--- config.mk ---
export PLATFORM = sky130hd
export DESIGN_NAME = icf_fetch
export DESIGN_NICKNAME = d
export VERILOG_FILES = /design/src/design/icf_pkg.sv /design/src/design/icf_fetch.sv
export SDC_FILE = /design/constraint.sdc
export NUM_CORES = 2
export LEC_CHECK = 0
export BUFFER_PORTS_ARGS = -buffer_cell sky130_fd_sc_hd__clkbuf_2
export CORE_ASPECT_RATIO = 1.4
export CORE_MARGIN = 4
export CORE_UTILIZATION = 50
export DETAILED_ROUTE_END_ITERATION = 7
export GPL_ROUTABILITY_DRIVEN = 1
export PLACE_DENSITY = 0.66
export SYNTH_ARGS = -nofsm -noshare
export SYNTH_HDL_FRONTEND = slang
export SYNTH_SLANG_ARGS = --single-unit
--- constraint.sdc ---
create_clock -name mclk_i -period 5.41 [get_ports mclk_i]
set_input_delay 0.2705 -clock mclk_i [delete_from_list [all_inputs] [get_ports mclk_i]]
set_output_delay 0.2705 -clock mclk_i [all_outputs]
set_load 0.02 [all_outputs]
--- src/design/icf_pkg.sv ---
// constants and types shared by the instruction fetch pointer and cache
package icf_pkg;
	// address geometry: bit addresses, 16-bit words, 64-byte segments
	localparam int ADDR_W      = 32;
	localparam int WORD_W      = 16;
	localparam int SEG_N       = 4;
	localparam int SUB_N       = 8;
	localparam int SUB_WORDS   = 4;
	localparam int TAG_W       = 23;
	localparam int TAG_LSB     = 9;
	localparam int SUB_LSB     = 6;
	localparam int SUB_W       = 3;
	localparam int WORD_LSB    = 4;
	localparam int WIDX_W      = 2;
	localparam int SEG_W       = 2;
	localparam int ALIGN_W     = 4;
	localparam int ENTRY_N     = SEG_N * SUB_N * SUB_WORDS;
	localparam int ENTRY_W     = SEG_W + SUB_W + WIDX_W;

	// reset values and pointer step
	localparam logic [ADDR_W-1:0]  PTR_RESET  = 32'h0000_0000;
	localparam logic [ADDR_W-1:0]  PTR_STEP   = 32'h0000_0010;
	localparam logic [ALIGN_W-1:0] ALIGN_ZERO = 4'h0;
	localparam logic [SUB_LSB-1:0] SUB_OFS_0  = 6'h00;
	localparam logic [WIDX_W-1:0]  WIDX_LAST  = 2'h3;

	typedef logic [SEG_N-1:0][SEG_W-1:0] icf_lru_t;
	typedef logic [SEG_N-1:0][TAG_W-1:0] icf_tags_t;
	typedef logic [SEG_N-1:0][SUB_N-1:0] icf_pres_t;

	// lru stack order after reset: entry 0 most recent, entry 3 the victim
	localparam icf_lru_t LRU_RESET = {2'h3, 2'h2, 2'h1, 2'h0};

	typedef enum logic [0:0] {
		ST_IDLE,
		ST_FILL
	} icf_state_t;
endpackage

--- src/design/icf_fetch.sv ---
// instruction fetch pointer with four-segment lru instruction cache
// How it works
// (RQ1) a 32-bit fetch pointer holds the bit address of the next instruction word to fetch.
// (RQ2) the low four pointer bits are forced to zero on every load and step.
// (RQ3) the cache stores 256 bytes as four segments of 64 bytes.
// (RQ4) every segment keeps a 23-bit tag naming the memory region it holds.
// (RQ5) each segment is eight subsegments of four words each.
// (RQ6) a hit needs a matching tag and a set present flag for the subsegment.
// (RQ7) memory is asked for words only on a miss, never on a hit.
// (RQ8) a new segment is always taken from the least recently used one.
// (RQ9) a four by two stack keeps the order in which segments were used.
// (RQ10) lookup, loading and replacement run by themselves and return correct words.
// (RQ11) a flush request from the host control function invalidates the cache.
// (RQ12) a tag miss retags the victim, clears its flags and loads one subsegment.
// (RQ13) a flush clears every present flag; tags compare pointer bits above the segment.
`timescale 1ns/1ps
module icf_fetch
	import icf_pkg::*;
(
	input  wire logic              mclk_i,
	input  wire logic              rst_n_i,
	input  wire logic              fetch_req_i,
	output logic                   fetch_ready_o,
	output logic                   fetch_valid_o,
	output logic [WORD_W-1:0]      fetch_word_o,
	input  wire logic              ptr_load_i,
	input  wire logic [ADDR_W-1:0] ptr_load_addr_i,
	output logic [ADDR_W-1:0]      instruction_fetch_pointer_o,
	input  wire logic              flush_i,
	output logic                   mem_req_o,
	output logic [ADDR_W-1:0]      mem_addr_o,
	input  wire logic              mem_valid_i,
	input  wire logic [WORD_W-1:0] mem_data_i
);

	// address field helpers, shared by lookup and fill
	function automatic logic [TAG_W-1:0] tag_of(input logic [ADDR_W-1:0] a);
		return a[ADDR_W-1:TAG_LSB]; // RQ13
	endfunction

	function automatic logic [SUB_W-1:0] sub_of(input logic [ADDR_W-1:0] a);
		return a[TAG_LSB-1:SUB_LSB];
	endfunction

	function automatic logic [WIDX_W-1:0] widx_of(input logic [ADDR_W-1:0] a);
		return a[SUB_LSB-1:WORD_LSB];
	endfunction

	// move a segment to the top of the usage stack, keeping the others in order
	function automatic icf_lru_t touch(input icf_lru_t s, input logic [SEG_W-1:0] seg);
		icf_lru_t   r;
		logic [2:0] j;
		r    = s;
		j    = 3'h1;
		r[0] = seg;
		for (int i = 0; i < SEG_N; i++) begin
			if (s[i] != seg && j < 3'h4) begin
				r[j[1:0]] = s[i];
				j         = j + 3'h1;
			end
		end
		return r;
	endfunction

	// state
	icf_state_t              state_q, state_d;
	logic [ADDR_W-1:0]       ptr_q, ptr_d;
	icf_tags_t               tag_q, tag_d;
	icf_pres_t               pres_q, pres_d;
	icf_lru_t                lru_q, lru_d;
	logic [SEG_W-1:0]        fseg_q, fseg_d;
	logic [SUB_W-1:0]        fsub_q, fsub_d;
	logic [ADDR_W-1:0]       faddr_q, faddr_d;
	logic [WIDX_W-1:0]       fcnt_q, fcnt_d;
	logic                    fkill_q, fkill_d;
	logic                    valid_q, valid_d;
	logic [WORD_W-1:0]       word_q, word_d;
	logic [WORD_W-1:0]       store [ENTRY_N]; // RQ3

	// lookup signals
	logic [TAG_W-1:0]        cur_tag;
	logic [SUB_W-1:0]        cur_sub;
	logic                    tag_hit;
	logic [SEG_W-1:0]        hit_seg;
	logic                    hit;
	logic [SEG_W-1:0]        victim;
	logic [WORD_W-1:0]       rd_word;
	logic                    take;
	logic                    miss_go;
	logic                    fill_end;
	logic                    wr_en;
	logic [ENTRY_W-1:0]      wr_idx;

	// tag compare across all segments; reset leaves equal tags, but the
	// highest match wins and only that segment is ever filled, so no clash
	always_comb begin
		cur_tag = tag_of(ptr_q);
		cur_sub = sub_of(ptr_q);
		tag_hit = 1'b0;
		hit_seg = '0;
		for (int s = 0; s < SEG_N; s++) begin
			if (tag_q[s] == cur_tag) begin
				tag_hit = 1'b1;
				hit_seg = SEG_W'(s);
			end
		end
		hit     = tag_hit && pres_q[hit_seg][cur_sub]; // RQ6
		victim  = lru_q[SEG_N-1]; // RQ8
		rd_word = store[{hit_seg, cur_sub, widx_of(ptr_q)}];
	end

	assign fetch_ready_o = (state_q == ST_IDLE) && hit;
	assign take          = fetch_req_i && fetch_ready_o;
	// a pointer load in the same cycle cancels the miss, it names a new target
	assign miss_go       = (state_q == ST_IDLE) && fetch_req_i && !hit && !ptr_load_i;
	assign fill_end      = (state_q == ST_FILL) && mem_valid_i && (fcnt_q == WIDX_LAST);
	assign mem_req_o     = (state_q == ST_FILL); // RQ7
	assign mem_addr_o    = faddr_q;
	assign wr_en         = (state_q == ST_FILL) && mem_valid_i;
	assign wr_idx        = {fseg_q, fsub_q, fcnt_q};

	assign instruction_fetch_pointer_o = ptr_q;
	assign fetch_valid_o               = valid_q;
	assign fetch_word_o                = word_q;

	// fetch pointer: load wins over the step of a word taken in the same cycle
	always_comb begin
		ptr_d = ptr_q;
		if (ptr_load_i) begin
			ptr_d = {ptr_load_addr_i[ADDR_W-1:ALIGN_W], ALIGN_ZERO}; // RQ2
		end else if (take) begin
			ptr_d = ptr_q + PTR_STEP; // RQ1
		end
	end

	always_ff @(posedge mclk_i or negedge rst_n_i) begin
		if (!rst_n_i) begin
			ptr_q <= PTR_RESET;
		end else begin
			ptr_q <= ptr_d;
		end
	end

	// hit delivery: word and valid come from flops, one cycle after take
	always_comb begin
		valid_d = take; // RQ10
		word_d  = take ? rd_word : word_q;
	end

	always_ff @(posedge mclk_i or negedge rst_n_i) begin
		if (!rst_n_i) begin
			valid_q <= 1'b0;
			word_q  <= '0;
		end else begin
			valid_q <= valid_d;
			word_q  <= word_d;
		end
	end

	// cache control: tags, present flags, lru stack and fill sequencing
	always_comb begin
		state_d = state_q;
		tag_d   = tag_q;
		pres_d  = pres_q;
		lru_d   = lru_q;
		fseg_d  = fseg_q;
		fsub_d  = fsub_q;
		faddr_d = faddr_q;
		fcnt_d  = fcnt_q;
		fkill_d = fkill_q;
		unique case (state_q)
			ST_IDLE: begin
				if (take) begin
					lru_d = touch(lru_q, hit_seg); // RQ9
				end else if (miss_go) begin
					state_d = ST_FILL;
					fcnt_d  = '0;
					fkill_d = 1'b0;
					fsub_d  = cur_sub;
					faddr_d = {cur_tag, cur_sub, SUB_OFS_0};
					if (tag_hit) begin
						fseg_d = hit_seg; // RQ12
					end else begin
						fseg_d         = victim; // RQ8
						tag_d[victim]  = cur_tag; // RQ4
						pres_d[victim] = '0; // RQ12
					end
				end
			end
			ST_FILL: begin
				if (mem_valid_i) begin
					fcnt_d = fcnt_q + 2'h1;
				end
				if (fill_end) begin
					state_d = ST_IDLE;
					lru_d   = touch(lru_q, fseg_q); // RQ9
					if (!fkill_q && !flush_i) begin
						pres_d[fseg_q][fsub_q] = 1'b1; // RQ5
					end
				end
			end
		endcase
		// a flush mid-fill also kills the line being loaded, since its words
		// may have been fetched before the host changed memory
		if (flush_i) begin
			pres_d  = '0; // RQ11 RQ13
			fkill_d = (state_d == ST_FILL);
		end
	end

	always_ff @(posedge mclk_i or negedge rst_n_i) begin
		if (!rst_n_i) begin
			state_q <= ST_IDLE;
			tag_q   <= '0;
			pres_q  <= '0;
			lru_q   <= LRU_RESET;
			fseg_q  <= '0;
			fsub_q  <= '0;
			faddr_q <= '0;
			fcnt_q  <= '0;
			fkill_q <= 1'b0;
		end else begin
			state_q <= state_d;
			tag_q   <= tag_d;
			pres_q  <= pres_d;
			lru_q   <= lru_d;
			fseg_q  <= fseg_d;
			fsub_q  <= fsub_d;
			faddr_q <= faddr_d;
			fcnt_q  <= fcnt_d;
			fkill_q <= fkill_d;
		end
	end

	// word storage has no reset; present flags guard every read
	always_ff @(posedge mclk_i) begin
		if (wr_en) begin
			store[wr_idx] <= mem_data_i; // RQ3
		end
	end

	// checks
	a_ptr_align: assert property (@(posedge mclk_i) disable iff (!rst_n_i) // RQ2
		ptr_q[ALIGN_W-1:0] == ALIGN_ZERO)
		else $error("fetch pointer low bits not zero");

	a_ptr_step: assert property (@(posedge mclk_i) disable iff (!rst_n_i) // RQ1
		take && !ptr_load_i |=> ptr_q == $past(ptr_q) + PTR_STEP)
		else $error("fetch pointer did not step one word");

	a_hit_quiet: assert property (@(posedge mclk_i) disable iff (!rst_n_i) // RQ7
		take |=> !mem_req_o)
		else $error("memory requested after a hit");

	a_miss_fill: assert property (@(posedge mclk_i) disable iff (!rst_n_i) // RQ7
		miss_go |=> mem_req_o && mem_addr_o == {$past(cur_tag), $past(cur_sub), SUB_OFS_0})
		else $error("miss did not request its subsegment");

	a_hit_flag: assert property (@(posedge mclk_i) disable iff (!rst_n_i) // RQ6
		fetch_ready_o |-> tag_q[hit_seg] == tag_of(ptr_q) && pres_q[hit_seg][cur_sub])
		else $error("hit without tag and present flag");

	a_alloc_lru: assert property (@(posedge mclk_i) disable iff (!rst_n_i) // RQ8
		miss_go && !tag_hit |=> tag_q[$past(victim)] == $past(cur_tag)
			&& pres_q[$past(victim)] == '0 && fseg_q == $past(victim))
		else $error("allocation did not retag the lru segment");

	a_lru_perm: assert property (@(posedge mclk_i) disable iff (!rst_n_i) // RQ9
		lru_q[0] != lru_q[1] && lru_q[0] != lru_q[2] && lru_q[0] != lru_q[3]
			&& lru_q[1] != lru_q[2] && lru_q[1] != lru_q[3] && lru_q[2] != lru_q[3])
		else $error("usage stack lost a segment");

	a_hit_mru: assert property (@(posedge mclk_i) disable iff (!rst_n_i) // RQ9
		take |=> lru_q[0] == $past(hit_seg))
		else $error("hit segment not moved to top of stack");

	a_flush_clr: assert property (@(posedge mclk_i) disable iff (!rst_n_i) // RQ13
		flush_i |=> pres_q == '0)
		else $error("flush left a present flag set");

	a_fill_done: assert property (@(posedge mclk_i) disable iff (!rst_n_i) // RQ12
		fill_end && !fkill_q && !flush_i |=> pres_q[$past(fseg_q)][$past(fsub_q)]
			&& state_q == ST_IDLE)
		else $error("completed fill not marked present");

	a_word_out: assert property (@(posedge mclk_i) disable iff (!rst_n_i) // RQ10
		take |=> fetch_valid_o && fetch_word_o == $past(rd_word))
		else $error("hit word not delivered next cycle");

	c_hit: cover property (@(posedge mclk_i) disable iff (!rst_n_i) take);
	c_tag_miss: cover property (@(posedge mclk_i) disable iff (!rst_n_i) miss_go && !tag_hit);
	c_sub_miss: cover property (@(posedge mclk_i) disable iff (!rst_n_i) miss_go && tag_hit);
	c_fill_flush: cover property (@(posedge mclk_i) disable iff (!rst_n_i)
		(state_q == ST_FILL) && flush_i);

endmodule // icf_fetch

# Word-level counts from Yosys, hierarchy flattened
# Memory sizes are Yosys's and may differ from the RTL's. A register that Yosys moved wholly into a read port is not among the register bits.
# Index checks and enable logic that the tools add are counted.
[word_totals]
reg_bits = 200
latchBits = 0
mem_bits_rw = 2048
mem_bits_ro = 0
inputBits = 54
wordCells = 224
n_memories = 1
[op_classes]
add_sub_neg = 6
n_mul = 0
div_mod_pow = 0
n_lt_le_gt_ge = 26
eq_ne = 25
n_shift = 0
n_mux = 103
n_bitwise = 6
reduce_logical = 37
[mem_list]
columns = ["name", "words", "width", "read_ports", "rd_clocked_by_memory_dff", "write_ports", "line", "rtl"]
rows = [
  ["store", 128, 16, 1, 1, 1, "icf_fetch.sv:78", "logic [WORD_W-1:0] store [ENTRY_N];"],
]
[op_table]
columns = ["operator", "count"]
rows = [
  ["two-way mux 32 bit", 8],
  ["two-way mux 8 bit", 19],
  ["bitwise mux 92 bit", 1],
  ["equality test 23 bit", 4],
  ["one-hot mux 32 bit (2 select lines)", 1],
  ["bitwise mux 8 bit", 6],
  ["two-way mux 3 bit", 16],
  ["demux 23 bit (select 2 bit)", 1],
  ["two-way mux 2 bit", 20],
  ["adder 32 x 5 -> 32 bit (second input constant)", 1],
  ["AND 32 bit", 1],
  ["demux 8 bit (select 2 bit)", 2],
  ["inverter 32 bit", 1],
  ["OR 32 bit", 1],
  ["less-than comparator 2 x 3 -> 1 bit (second input constant)", 9],
  ["demux 2 bit (select 2 bit)", 6],
  ["logical AND 1 bit", 24],
  ["two-way mux 23 bit", 1],
  ["less-than comparator 3 bit (second input constant)", 6],
  ["binary-select mux 8 bit (select 2 bit)", 1],
  ["greater-or-equal comparator 2 x 1 -> 1 bit (second input constant)", 8],
  ["two-way mux 1 bit", 16],
  ["!= test 2 bit", 8],
  ["one-hot mux 8 bit (2 select lines)", 1],
  ["other kinds (20)", 41],
]

# Logic depth before layout (Yosys ltp)
[depth]
depth_word = 31
ltp_mapped = 17

# Least setup slack after synthesis
# OpenSTA, ideal clock, no wires.
[synth_timing]
path_type = "register -> register"
start = "register ptr_q[24] (netlist: instruction_fetch_pointer_o[24])"
end = "register lru_q[4] in the netlist's numbering"
setup_ns = 0.126
arrival_time_ns = 3.814
required_time_ns = 5.284
setup_slack_ns = 1.470
stages_incl_launch_ff = 17
n_path_buf = 3
synth_period_minus_slack_ns = 3.940
cell_sequence = "dfrtp_1 buf_2 xor2_1 nor4_1 nand4_1 nor2_1 buf_2 buf_1 nor4_1 o21a_1 a21oi_1 ha_1 nor2b_1 mux2_2 and2_1 o311a_1 o32a_1"
[synth_between]
elab_chain_len = 26
elab_cells_between_ends = 68
cone_classes = "add/sub (2); order compare (9); eq/ne (9); mux (38); reduce/logical (10)"
[synth_rtl]
columns = ["element", "line", "rtl"]
rows = [
  ["start: declaration", "icf_fetch.sv:67", "logic [ADDR_W-1:0] ptr_q, ptr_d;"],
  ["start signal: assignment", "icf_fetch.sv:140", "ptr_q <= ptr_d;"],
  ["equality test 23 bit", "icf_fetch.sv:102", "if (tag_q[s] == cur_tag) begin"],
  ["two-way mux 1 bit", "icf_fetch.sv:102", ""],
  ["two-way mux 2 bit (2 in a row)", "icf_fetch.sv:102", ""],
  ["!= test 2 bit", "icf_fetch.sv:57", "if (s[i] != seg && j < 3'h4) begin"],
  ["two-way mux 2 bit", "icf_fetch.sv:57", ""],
  ["two-way mux 3 bit", "icf_fetch.sv:173", "if (take) begin"],
  ["two-way mux 3 bit", "icf_fetch.sv:171", "unique case (state_q)"],
  ["less-than comparator 3 bit", "icf_fetch.sv:57", ""],
  ["(+9 left out)", "-", ""],
  ["less-than comparator 2 x 3 -> 1 bit (implied by the code) / greater-or-equal comparator 2 x 1 -> 1 bit (equally long branches)", "icf_fetch.sv:58", "r[j[1:0]] = s[i];"],
  ["logical AND 1 bit (implied by the code)", "icf_fetch.sv:58", ""],
  ["two-way mux 2 bit (implied by the code)", "icf_fetch.sv:58", ""],
  ["demux 2 bit (select 2 bit)", "icf_fetch.sv:58", ""],
  ["bitwise mux 8 bit", "icf_fetch.sv:58", ""],
  ["two-way mux 8 bit", "icf_fetch.sv:57", ""],
  ["two-way mux 8 bit", "icf_fetch.sv:173", ""],
  ["one-hot mux 8 bit (2 select lines)", "icf_fetch.sv:171", ""],
  ["end signal: assignment", "icf_fetch.sv:226", "lru_q <= lru_d;"],
  ["end: declaration", "icf_fetch.sv:70", "icf_lru_t lru_q, lru_d;"],
]
# Several ways; a longest one is shown, not always the timed one. The select of a mux whose other input is x is not followed.
# A chain may end at the register's enable or synchronous reset.

# Worst setup path in the final report
[layout_timing]
start = "register ptr_q[29] (netlist: instruction_fetch_pointer_o[29])"
end = "output fetch_ready_o"
[layout_between]
elab_chain_len = 10
elab_cells_between_ends = 17
cone_classes = "eq/ne (4); mux (11); reduce/logical (2)"
[layout_rtl]
columns = ["element", "line", "rtl"]
rows = [
  ["equality test 23 bit", "icf_fetch.sv:102", ""],
  ["two-way mux 1 bit", "icf_fetch.sv:102", ""],
  ["two-way mux 2 bit (2 in a row)", "icf_fetch.sv:102", ""],
  ["binary-select mux 8 bit (select 2 bit)", "icf_fetch.sv:107", "hit = tag_hit && pres_q[hit_seg][cur_sub];"],
  ["two-way mux 8 bit (implied by the code)", "icf_fetch.sv:107", ""],
  ["binary-select mux 1 bit (select 3 bit)", "icf_fetch.sv:107", ""],
  ["two-way mux 1 bit (implied by the code)", "icf_fetch.sv:107", ""],
  ["logical AND 1 bit (*)", "icf_fetch.sv:107", ""],
  ["logical AND 1 bit (*)", "icf_fetch.sv:112", "assign fetch_ready_o = (state_q == ST_IDLE) && hit;"],
  ["end: declaration", "icf_fetch.sv:23", "output logic fetch_ready_o,"],
]
# Every way passes the cells marked *; elsewhere a longest branch is shown, timed or not. The select of a mux whose other input is x is not followed.

==> results.ini <==
[grt]
antenna_found_initial=7
grt_pass1_wl_um=305000
track_usage=0.228
grt_overflow_total=0
grt_pass1_vias=44075
grt_max_degree=120

[sta]
finalClockSkew_ns=0.0229
fin_crit_sh=0.899
setup_viol=0
rsz0062_at_grt=no
fin_tns_setup_ns=0
slew_violations=0
period_minus_slack_ns=4.87
hold_violations=0
max_freq_ghz=0.206
worst_slew_pin_slew_ns=1.27
relSlewSlack=0.153
whs_ns=0.0213

[synth]
postSynthAreaPerCell_um2=21.5
synth_cells=4149
yosys.area.top_type=edfxtp_1
ys_types=79
async_flop_share=0.0926
synth_area_leaders=edfxtp_1 (69%), mux4_2 (17%), dfrtp_1 (5.8%)
synth-edff-count=2048
ys_seq_area_frac=0.748
netlist.area_leader.share=0.689
synth_area_um2=89200
synth_seq_cells=2257
synthMostInstantiatedCell=edfxtp_1
synth_top_flop_cell=edfxtp_1
ys.warnings.count=0
synth_common_cells=edfxtp_1 (2048), mux4_2 (672), dfrtp_1 (205)

[power]
combPwrFrac=0.121
internal_power_w=0.0289
total_power_w=0.0382
swShare=0.245
p_leak_nw=32.5
p_switching_w=0.00935
p_per_area_nw_per_um2=380
vdd_drop_max_mv=0.352
pwr-share-seq=0.524
power_frac_clock=0.355

[placement]
post_dp_cell_area_um2=93900
place_congestion=0.882
hpwl_um=127000
numPortBuffers=122

[routing]
drt_wl_total_um=209000
first_iter_violations=4311
drc=0
antenna_left=0
drtPass1Iterations=5
post_drt_wl_per_cell_um=29.9
vias=42470
via_per_inst=6.08

[clock_network]
ctsResizeCount=0
clock_path_buffers=3
cts-buffers-inserted=195
cts.clk_slew.worst_paths_ns=0.07
cts_max_level=4
clock_latency_ns=0.83
hold_buffers=58
cts_tree=built
root_buffer=clkbuf_16
post_cts_buffers=0
cts.sinks=2257

[cells_and_area]
fin_area_um2=101000
drive_above_1_share=0.313
final_nets=4572
nFillCells=12935
fin_util=0.567
synthToLayoutAreaGrowth_pct=12.8

[setup_path]
worstPathRequired_ns=5.14
critPathBufInv=2
timing.rr.end=instruction_fetch_pointer_o[5]
worstPathMaxFanout=14
r2r_setup_slack_ns=0.67
rr_startpoint=instruction_fetch_pointer_o[29]
crit_chain=xor2_1 > nor4_1 > nand2_1 > or2_1 > a311o_1 > a211o_1 > nor4_4 > buf_4 > nor2_2 > nor2_1 > clkbuf_2
cp-start-kind=flip-flop
cpPeakStageDelay_ns=0.60
slowest_stage=dfrtp_1
cp_top_family=simple AND/OR/NAND/NOR gates
critPathArrivalTime_ns=4.60
worstSetupPathType=reg2out
r2r_cells=12
end_kind=output pin

[flow_run]
drv_cap=0

[worst_hold_path]
min_path_type=in2async

[floorplanning]
rows=183
num_io_pins=137
die_area_um2=185000
core-area_um2=177000
die_h_um=508
start_util=0.503
die_w_um=365

[status]
status=finished, final reports clean

## layout make-up
type | count | area (um2) | share of cell area
flip-flops and latches | 2257 | 66700 | 0.663
multi-input cells | 1629 | 21500 | 0.214
clock buffers | 237 | 5100 | 0.0506
repair buffers | 406 | 3230 | 0.0321
well taps | 2312 | 2890 | 0.0287
clock inverters | 114 | 1060 | 0.0105
inverters | 21 | 86.3 | 0.000858
diodes | 6 | 15.0 | 0.000149
## cell families after synthesis
kind of cell             after synthesis  share of synthesized area
AND/OR/NAND/NOR                      486                     0.0254
flip-flops                          2257                      0.748
XOR/XNOR                             108                     0.0106
adder cells (fa/ha/maj)                8                    0.00112
multiplexers                         817                      0.188
other                                  1                  0.0000420
buffers and inverters                272                     0.0126
AO/OA/AOI/OAI                        200                     0.0146
## flip-flops by register name (all words and copies together) (netlist names)
| name | count |
|---|---|
| fcnt_q | 2 |
| fkill_q | 1 |
| store | 2048 |
| mem_addr_o | 24 |
| fseg_q | 2 |
| fetch_valid_o | 1 |
| mem_req_o | 1 |
| instruction_fetch_pointer_o | 28 |
| fsub_q | 2 |
| pres_q | 32 |
| tag_q | 92 |
| lru_q | 6 |
| victim | 2 |
| fetch_word_o | 16 |
## per-stage QoR
stage / std cells / setup slack [ns]
after CTS: 6976 / 0.394
after detailed placement: 6567 / 0.946
after floorplan: 4158 / 1.47
after global routing: 6977 / 0.187
final: 6982 / 0.544
after global placement: 6567 / 1.02
## how the worst max path moves through the flow
stage	start	endpoint	slack, ns	cells past startpoint
5_1_grt	instruction_fetch_pointer_o[29]	fetch_ready_o	0.19	10
3_5_place_dp	instruction_fetch_pointer_o[29]	lru_q[4]	0.95	13
2_1_floorplan	instruction_fetch_pointer_o[24]	lru_q[4]	1.47	16
4_1_cts	instruction_fetch_pointer_o[29]	fetch_ready_o	0.39	10
6_report	instruction_fetch_pointer_o[29]	fetch_ready_o	0.54	11
3_3_place_gp	instruction_fetch_pointer_o[11]	lru_q[4]	1.02	13
## layer usage
layer / part of all wire / global-route usage / up-vias
met4: 0.034 / 0.0762 / 4
met2: 0.52 / 0.389 / 1382
met3: 0.057 / 0.0358 / 307
li1: - / - / 17878
met1: 0.39 / 0.303 / 22899
met5: 0.00012 / 0 / -
## placed cells by master, fill, tap and decap left out, types with 18 or more instances in the layout
cell type,instances
buf_4,219
buf_12,23
nand2_1,133
clkbuf_16,196
xnor2_1,24
inv_1,20
mux2_1,24
mux4_2,672
nor4_1,18
o21ai_0,84
mux2i_1,25
mux2_2,96
clkbuf_2,105
dfrtp_1,201
nor2_1,133
clkbuf_1,36
clkinv_1,42
edfxtp_1,2048
dlygate4sd3_1,58
clkinv_2,36
xor2_1,84
nor2_2,42
nand3_1,45
## power groups by stage
stage | registers (W) | logic [W] | clock network, W
detailed placement | 0.0204 | 0.00461 | 0
finish | 0.0201 | 0.00462 | 0.0136
floorplan | 0.0203 | 0.00288 | 0
CTS | 0.0200 | 0.00466 | 0.0139
global placement | 0.0204 | 0.00456 | 0
global route | 0.0201 | 0.00494 | 0.0146
Power figures use the tool's default switching activity.
